**config.mk**
```make
export PLATFORM = sky130hd
export DESIGN_NAME = nbac_ctrl
export DESIGN_NICKNAME = d
export VERILOG_FILES = /design/src/shared/nbac_pkg.sv /design/src/rtl/nbac_ctrl.sv
export SDC_FILE = /design/constraint.sdc
export NUM_CORES = 1
export LEC_CHECK = 0
export ABC_AREA = 1
export BUFFER_PORTS_ARGS = -buffer_cell sky130_fd_sc_hd__buf_2
export CAP_MARGIN = 20
export CORE_UTILIZATION = 25
export DETAILED_ROUTE_END_ITERATION = 7
export GPL_TIMING_DRIVEN = 0
export PLACE_DENSITY = 0.48
export SYNTH_ARGS = -nofsm -noshare
export SYNTH_HDL_FRONTEND = slang
export SYNTH_SLANG_ARGS = --single-unit
```
**constraint.sdc**
```tcl
create_clock -name CORE_CLK_IN -period 5.6 [get_ports CORE_CLK_IN]
set_input_delay 0.28 -clock CORE_CLK_IN [delete_from_list [all_inputs] [get_ports CORE_CLK_IN]]
set_output_delay 0.28 -clock CORE_CLK_IN [all_outputs]
set_load 0.02 [all_outputs]
```
**src/shared/nbac_pkg.sv**
```systemverilog
// Constants for the byte-wide non-volatile store access controller
package nbac_pkg;
  // Special function register locations seen by the core
  localparam logic [7:0] SFR_IND_PORT = 8'h02;
  localparam logic [7:0] SFR_IND_PTR  = 8'h03;
  localparam logic [7:0] SFR_BANK_SEL = 8'h04;
  localparam logic [7:0] SFR_IDX  = 8'h2A;
  localparam logic [7:0] SFR_VAL  = 8'h2B;
  // Control register location in bank 1
  localparam logic [7:0] CTRL_LOC = 8'h40;
  // Control register bit positions
  localparam int CTL_PROG_PERMIT  = 3;
  localparam int CTL_WR           = 2;
  localparam int CTL_FETCH_PERMIT = 1;
  localparam int CTL_RD           = 0;
  // Store geometry
  localparam int IDX_W     = 6;
  localparam int MEM_DEPTH = 64;
  // Reset values
  localparam logic [7:0] RST_BYTE = 8'h00;
  localparam logic       RST_BIT  = 1'b0;
  // Timing
  localparam int CLK_PERIOD_NS = 100;
  localparam int WRITE_TIME_NS = 2000000;
  localparam int READ_TIME_NS  = 200;
  localparam int WRITE_CYCLES  = WRITE_TIME_NS / CLK_PERIOD_NS;
  localparam int READ_CYCLES   =
    (READ_TIME_NS + CLK_PERIOD_NS - 1) / CLK_PERIOD_NS;
  localparam int CNT_W = 16;
  typedef enum logic [1:0]
  {
    ST_IDLE  = 2'b00,
    ST_READ  = 2'b01,
    ST_WRITE = 2'b10
  } nbac_state_e;
endpackage
```
**src/rtl/nbac_ctrl.sv**
```systemverilog
// Byte-wide non-volatile store access controller
// Operation
// - Store holds 64 bytes; each operation moves one byte at the index.
// - Index register keeps six bits; upper two read as zero.
// - Index and value registers are directly addressed whatever the bank select.
// - Control register is at 40H of bank 1, reached only indirectly.
// - Control bit 3 permits writes; when clear no write starts.
// - Setting bit 2 starts a write only if permit already set.
// - Hardware clears write command bit when the write cycle ends.
// - Write duration comes from an internal timer, many cycles long.
// - Write completion shows as command bit clear and as an event.
// - Control bit 1 permits reads; when clear no read starts.
// - Setting bit 0 starts a read only if read permit already set.
// - Read end clears read command bit; byte then in value register.
// - Value register holds fetched byte until next read or write.
// - Reset clears all control bits, index and value registers.
// - Write end sets done flag and shared flag; service clears shared.
// - Bank select bit 0 picks bank for indirect access; resets to 0.
`timescale 1ns/100ps
module nbac_ctrl
  import nbac_pkg::*;
#(
  parameter int WRITE_CYCLES_P = WRITE_CYCLES
)
(
  input  wire logic       CORE_CLK_IN,
  input  wire logic       RST_IN,
  input  wire logic [7:0] SFR_ADDR_IN,
  input  wire logic       SFR_WR_IN,
  input  wire logic       SFR_RD_IN,
  input  wire logic [7:0] SFR_WDATA_IN,
  input  wire logic       DONE_FLAG_CLR_IN,
  input  wire logic       IRQ_SERVICED_IN,
  output logic      [7:0] SFR_RDATA_OUT,
  output logic            NVM_DONE_FLAG_OUT,
  output logic            MF_IRQ_FLAG_OUT,
  output logic            NVM_BUSY_OUT
);

  logic [7:0]       mem [MEM_DEPTH];
  logic [IDX_W-1:0] nvm_byte_index_q;
  logic [7:0]       nvm_byte_value_q;
  logic [7:0]       indirect_pointer_one_q;
  logic             bank_select_q;
  logic             program_permit_q;
  logic             fetch_permit_q;
  logic             wr_cmd_q;
  logic             rd_cmd_q;
  logic             nvm_done_flag_q;
  logic             mf_flag_q;
  logic [IDX_W-1:0] lat_idx_q;
  logic [7:0]       lat_val_q;
  logic [CNT_W-1:0] cnt_q;
  logic [7:0]       rdata_q;
  nbac_state_e      state_q;
  nbac_state_e      state_d;

  // Indirect access reaches the control register only in bank 1
  wire sel_ctrl = bank_select_q
                  & (indirect_pointer_one_q == CTRL_LOC);
  wire wr_ctrl  = SFR_WR_IN & (SFR_ADDR_IN == SFR_IND_PORT) & sel_ctrl;
  wire wr_idx   = SFR_WR_IN & (SFR_ADDR_IN == SFR_IDX);
  wire wr_val   = SFR_WR_IN & (SFR_ADDR_IN == SFR_VAL);
  wire wr_ptr   = SFR_WR_IN & (SFR_ADDR_IN == SFR_IND_PTR);
  wire wr_bank  = SFR_WR_IN & (SFR_ADDR_IN == SFR_BANK_SEL);
  wire idle     = (state_q == ST_IDLE);
  // Permit is the value held before this write
  wire start_wr = idle & wr_ctrl & SFR_WDATA_IN[CTL_WR]
                  & program_permit_q;
  wire start_rd = idle & wr_ctrl & SFR_WDATA_IN[CTL_RD]
                  & fetch_permit_q & ~start_wr;
  wire cnt_end  = (cnt_q == '0);
  wire wr_done  = (state_q == ST_WRITE) & cnt_end;
  wire rd_done  = (state_q == ST_READ) & cnt_end;
  wire [7:0] ctrl_view = {4'h0, program_permit_q, wr_cmd_q,
                          fetch_permit_q, rd_cmd_q};
  wire [7:0] rdata_d =
    (SFR_ADDR_IN == SFR_IDX)  ? {2'b00, nvm_byte_index_q} :
    (SFR_ADDR_IN == SFR_VAL)  ? nvm_byte_value_q :
    (SFR_ADDR_IN == SFR_IND_PTR)  ? indirect_pointer_one_q :
    (SFR_ADDR_IN == SFR_BANK_SEL) ? {7'h00, bank_select_q} :
    ((SFR_ADDR_IN == SFR_IND_PORT) & sel_ctrl) ? ctrl_view : 8'h00;
  wire [CNT_W-1:0] wr_load = CNT_W'(WRITE_CYCLES_P - 1);
  wire [CNT_W-1:0] rd_load = CNT_W'(READ_CYCLES - 1);

  always_comb
  begin
    state_d = state_q;
    unique case (state_q)
      ST_IDLE:
      begin
        if (start_wr)
          state_d = ST_WRITE;
        else if (start_rd)
          state_d = ST_READ;
      end
      ST_READ:
      begin
        if (cnt_end)
          state_d = ST_IDLE;
      end
      ST_WRITE:
      begin
        if (cnt_end)
          state_d = ST_IDLE;
      end
      default:
        state_d = ST_IDLE;
    endcase
  end

  always_ff @(posedge CORE_CLK_IN or posedge RST_IN)
  begin
    if (RST_IN)
    begin
      state_q                <= ST_IDLE;
      cnt_q                  <= '0;
      lat_idx_q              <= '0;
      lat_val_q              <= RST_BYTE;
    end
    else
    begin
      state_q <= state_d;
      if (start_wr)
        cnt_q <= wr_load;
      else if (start_rd)
        cnt_q <= rd_load;
      else if (!idle && !cnt_end)
        cnt_q <= cnt_q - 1'b1;
      if (start_wr || start_rd)
      begin
        lat_idx_q <= nvm_byte_index_q;
        lat_val_q <= nvm_byte_value_q;
      end
    end
  end

  // Control and data registers, all cleared at reset
  always_ff @(posedge CORE_CLK_IN or posedge RST_IN)
  begin
    if (RST_IN)
    begin
      nvm_byte_index_q       <= '0;
      nvm_byte_value_q       <= RST_BYTE;
      indirect_pointer_one_q <= RST_BYTE;
      bank_select_q          <= RST_BIT;
      program_permit_q       <= RST_BIT;
      fetch_permit_q         <= RST_BIT;
      wr_cmd_q               <= RST_BIT;
      rd_cmd_q               <= RST_BIT;
      rdata_q                <= RST_BYTE;
    end
    else
    begin
      if (wr_idx)
        nvm_byte_index_q <= SFR_WDATA_IN[IDX_W-1:0];
      if (rd_done)
        nvm_byte_value_q <= mem[lat_idx_q];
      else if (wr_val)
        nvm_byte_value_q <= SFR_WDATA_IN;
      if (wr_ptr)
        indirect_pointer_one_q <= SFR_WDATA_IN;
      if (wr_bank)
        bank_select_q <= SFR_WDATA_IN[0];
      if (wr_ctrl)
      begin
        program_permit_q <= SFR_WDATA_IN[CTL_PROG_PERMIT];
        fetch_permit_q   <= SFR_WDATA_IN[CTL_FETCH_PERMIT];
      end
      wr_cmd_q <= start_wr | (wr_cmd_q & ~wr_done);
      rd_cmd_q <= start_rd | (rd_cmd_q & ~rd_done);
      if (SFR_RD_IN)
        rdata_q <= rdata_d;
    end
  end

  // Completion flags; a new completion beats a same-cycle clear
  always_ff @(posedge CORE_CLK_IN or posedge RST_IN)
  begin
    if (RST_IN)
    begin
      nvm_done_flag_q <= RST_BIT;
      mf_flag_q       <= RST_BIT;
    end
    else
    begin
      nvm_done_flag_q <= wr_done
                         | (nvm_done_flag_q & ~DONE_FLAG_CLR_IN);
      mf_flag_q       <= wr_done
                         | (mf_flag_q & ~IRQ_SERVICED_IN);
    end
  end

  // Store array, non-volatile so not reset
  always_ff @(posedge CORE_CLK_IN)
  begin
    if (wr_done)
      mem[lat_idx_q] <= lat_val_q;
  end

  assign SFR_RDATA_OUT     = rdata_q;
  assign NVM_DONE_FLAG_OUT = nvm_done_flag_q;
  assign MF_IRQ_FLAG_OUT   = mf_flag_q;
  assign NVM_BUSY_OUT      = ~idle;

  property p_wr_permit;
    @(posedge CORE_CLK_IN) disable iff (RST_IN)
      $rose(wr_cmd_q) |-> $past(program_permit_q);
  endproperty
  a_wr_permit: assert property (p_wr_permit)
    else $error("write started without permit");

  property p_rd_permit;
    @(posedge CORE_CLK_IN) disable iff (RST_IN)
      $rose(rd_cmd_q) |-> $past(fetch_permit_q);
  endproperty
  a_rd_permit: assert property (p_rd_permit)
    else $error("read started without permit");

  property p_wr_start;
    @(posedge CORE_CLK_IN) disable iff (RST_IN)
      (idle && wr_ctrl && SFR_WDATA_IN[CTL_WR] && program_permit_q)
        |=> wr_cmd_q && state_q == ST_WRITE;
  endproperty
  a_wr_start: assert property (p_wr_start)
    else $error("permitted write did not start");

  property p_wr_clear;
    @(posedge CORE_CLK_IN) disable iff (RST_IN)
      wr_done |=> !wr_cmd_q && idle;
  endproperty
  a_wr_clear: assert property (p_wr_clear)
    else $error("write command not cleared at end");

  property p_done_event;
    @(posedge CORE_CLK_IN) disable iff (RST_IN)
      $fell(wr_cmd_q) |-> nvm_done_flag_q && mf_flag_q;
  endproperty
  a_done_event: assert property (p_done_event)
    else $error("write end raised no flags");

  property p_rd_data;
    @(posedge CORE_CLK_IN) disable iff (RST_IN)
      rd_done |=> !rd_cmd_q && nvm_byte_value_q == $past(mem[lat_idx_q]);
  endproperty
  a_rd_data: assert property (p_rd_data)
    else $error("read end left wrong value");

  property p_rd_len;
    @(posedge CORE_CLK_IN) disable iff (RST_IN)
      $rose(rd_cmd_q) |-> rd_cmd_q ##1 rd_cmd_q ##1 !rd_cmd_q;
  endproperty
  a_rd_len: assert property (p_rd_len)
    else $error("read cycle length wrong");

  property p_value_hold;
    @(posedge CORE_CLK_IN) disable iff (RST_IN)
      (!rd_done && !wr_val) |=> $stable(nvm_byte_value_q);
  endproperty
  a_value_hold: assert property (p_value_hold)
    else $error("value register changed without cause");

  property p_no_overlap;
    @(posedge CORE_CLK_IN) disable iff (RST_IN)
      !(wr_cmd_q && rd_cmd_q);
  endproperty
  a_no_overlap: assert property (p_no_overlap)
    else $error("read and write active together");

  property p_ctrl_upper;
    @(posedge CORE_CLK_IN) disable iff (RST_IN)
      (SFR_RD_IN && SFR_ADDR_IN == SFR_IND_PORT && sel_ctrl)
        |=> SFR_RDATA_OUT[7:4] == 4'h0;
  endproperty
  a_ctrl_upper: assert property (p_ctrl_upper)
    else $error("control upper bits not zero");

  property p_idx_upper;
    @(posedge CORE_CLK_IN) disable iff (RST_IN)
      (SFR_RD_IN && SFR_ADDR_IN == SFR_IDX)
        |=> SFR_RDATA_OUT[7:6] == 2'b00;
  endproperty
  a_idx_upper: assert property (p_idx_upper)
    else $error("index upper bits not zero");

endmodule

```
==> metrics.csv <==
metric;value;unit
status;finished clean;
placed_cell_area;0.0275;mm²
drive_gt1_share;9.43;%
fmax;318;MHz
cts.path.max_buffers;3;
cts-buffers-inserted;60;
async_reset_ff_share;11.9;%
initial_core_util;25.3;%
rsz0062_at_grt;false;
grt.total_usage;14.7;%
reg2reg_from;cnt_q[0];
antenna_found_initial;0;
die_width;321;µm
synth.distinct_cells;37;
multi_input_area;0.00742;mm²
endpoint_kind;register;
root_buffer;clkbuf_16;
required;5.85;ns
syn_area;0.0254;mm²
timing.max_cap.violations;0;
syn_area_per_cell;9.73;µm²
clk_pin_slew;0.06;ns
fin_skew;0.0299;ns
drc;0;
power.density;294;mW/mm²
synth_seq_cells;581;
area.sequential;0.0171;mm²
power_leakage;11.2;nW
worstPathArrival;3.39;ns
fill_cells;10539;
reg2reg_depth;10;
wirelength;75400;µm
tightest_slew;1.09;ns
grt_pass1_vias;17063;
gp_congestion;0.843;
vias;17637;
max_stage_delay;0.93;ns
final_util;29.4;%
peakVddDrop;245;µV
cp_cell_sequence;inv_1 > ha_1 > nand4_1 > nor2_1 > nand2_1 > inv_2 > nand2_1 > inv_4 > nand4_4 > nor2_1;
finalHoldViolations;0;
setup_viol;0;
ios;33;
startpoint_type;register;
cts_num_sinks;581;
max_slew_margin;26.9;%
synth_ff_type;edfxtp_1;
synthCells;2616;
cp-startpoint;cnt_q[0];
yosys_warnings;0;
num_antenna_cells;0;
hold_path_depth;5;
slew_viol_final;0;
grt_pass1_wl;112000;µm
min_period_over_period;56.1;%
overflow;0;
hold_path_end;state_q[0];
fin_nets;2757;
worstHoldPathType;in -> reg;
port_buffers;31;
path_max_fanout;8;
tns;0;ns
synth_edf_count;512;
clk_latency;0.65;ns
dp_hpwl;49800;µm
area_delta_synth_final;16.0;%
die_area;0.103;mm²
num_rows;116;
htree_levels;2;
slowest_stage;nor2_1;
seq_area_frac_synth;67.2;%
synth_nets;2643;
core;0.100;mm²
r2r-end;mem[5][0];
tritoncts;yes;
crit_type;reg -> reg;
dr.pass1.iters;5;
avgRoutedWirePerCell;18.2;µm
fin_crit;3.14;ns
min-delay-start;SFR_WDATA_IN[0];
via_per_inst;4.27;
regToRegSetupSlack;2.46;ns
antenna_left;0;
die_h;321;µm
drtIter0Drc;1619;
p_total;0.00867;W
final_area;0.0295;mm²
grt_max_degree;66;
how the worst max path moves through the flow:
stage / end
2_1_floorplan: mem[0][0]
3_3_place_gp: mem[1][1]
6_report: mem[5][0]
3_5_place_dp: mem[2][7]
5_1_grt: mem[50][3]
4_1_cts: mem[2][0]
cells in the mapped netlist, drive strengths merged (5+ instances only):
master  count  area, µm²
o21ai      37        189
ha          5       62.6
nor3       13        116
clkbuf     25       93.8
nor2      124        475
nand2    1560       5880
o211ai      8       60.1
nand3      40        200
a21oi      25        125
inv        80        305
nand4      17        233
edfxtp    512      15400
dfrtp      69       1730
buf        88        512
cell type report:
| type | count | share of cell area [%] |
|---|---|---|
| Timing Repair Buffer | 52 | 1.43 |
| Clock inverter | 33 | 1.01 |
| Multi-Input combinational cell | 1840 | 25.2 |
| Tap cell | 1357 | 5.75 |
| Sequential cell | 581 | 58.0 |
| Clock buffer | 77 | 5.48 |
| Inverter | 82 | 1.07 |
| Buffer | 113 | 2.05 |
flip-flops by register name, indices dropped and copies added (netlist names):
| signal | count |
|---|---|
| fetch_permit_q | 1 |
| MF_IRQ_FLAG_OUT | 1 |
| SFR_RDATA_OUT | 8 |
| state_q | 2 |
| lat_val_q | 8 |
| lat_idx_q | 6 |
| indirect_pointer_one_q | 8 |
| wr_cmd_q | 1 |
| program_permit_q | 1 |
| NVM_DONE_FLAG_OUT | 1 |
| nvm_byte_value_q | 8 |
| rd_cmd_q | 1 |
| cnt_q | 16 |
| bank_select_q | 1 |
| mem | 512 |
| nvm_byte_index_q | 6 |
metal layers:
metal | up-vias | part of all wire, % | routed length [µm] | global-route usage [%]
met2 | 456 | 47 | 35200 | 24.1
met1 | 8355 | 45 | 33600 | 19.6
met3 | 125 | 5.4 | 4040 | 2.22
met4 | 0 | 3.4 | 2590 | 5.20
met5 | - | 0 | 0 | 0
li1 | 8701 | - | - | -
through the flow:
| stage | hold WS [ns] | setup WS [ns] | std cells |
|---|---|---|---|
| after global placement | 0.458 | 2.33 | 4004 |
| after global routing | 0.0106 | 2.22 | 4135 |
| after floorplan | 0.376 | 3.47 | 2616 |
| after detailed placement | 0.222 | 2.38 | 4012 |
| after CTS | 0.00168 | 2.33 | 4134 |
| final | 0.0400 | 2.46 | 4135 |
power by group:
| group | total, W | switching, W | internal (W) |
|---|---|---|---|
| Sequential | 0.00467 | 0.00000844 | 0.00466 |
| Clock | 0.00394 | 0.00172 | 0.00222 |
| Combinational | 0.0000617 | 0.0000378 | 0.0000239 |
cells by family after synthesis:
family	Yosys count	synth area share, %
xor gates and xnor gates	1	0.0344
AOI/OAI and AO/OA	77	1.68
and+or+nand+nor	1757	27.2
adders and majority gates	5	0.246
buffers and inverters	195	3.61
DFF	581	67.2
placed cells by master (no fill, tap or decap), types with 12 or more instances in the layout:
cell and count:
clkbuf_16 61, inv_1 70, nand2_1 1556, dfrtp_1 61
nor2_1 120, dlygate4sd3_1 12, clkinv_2 16, a21oi_1 25
edfxtp_1 512, clkbuf_1 38, buf_2 89, buf_4 24
nand3_1 40, o21ai_0 36
worst max-delay path: cells and delay by family, from the launching register on:
| kind | cells | cell delay (ns) |
|---|---|---|
| and+or+nand+nor | 6 | 1.73 |
| buffers and inverters | 3 | 0.45 |
| DFF | 1 | 0.40 |
| adders and majority gates | 1 | 0.16 |
what timing repair did:
action                                 in CTS  in global routing
setup buffers                               0                  0
hold buffers                               12                  0
setup endpoints to repair                   0                  0
resized for setup                           0                  0
endpoints found under the hold margin      85                  0
Power figures use the tool's default switching activity.
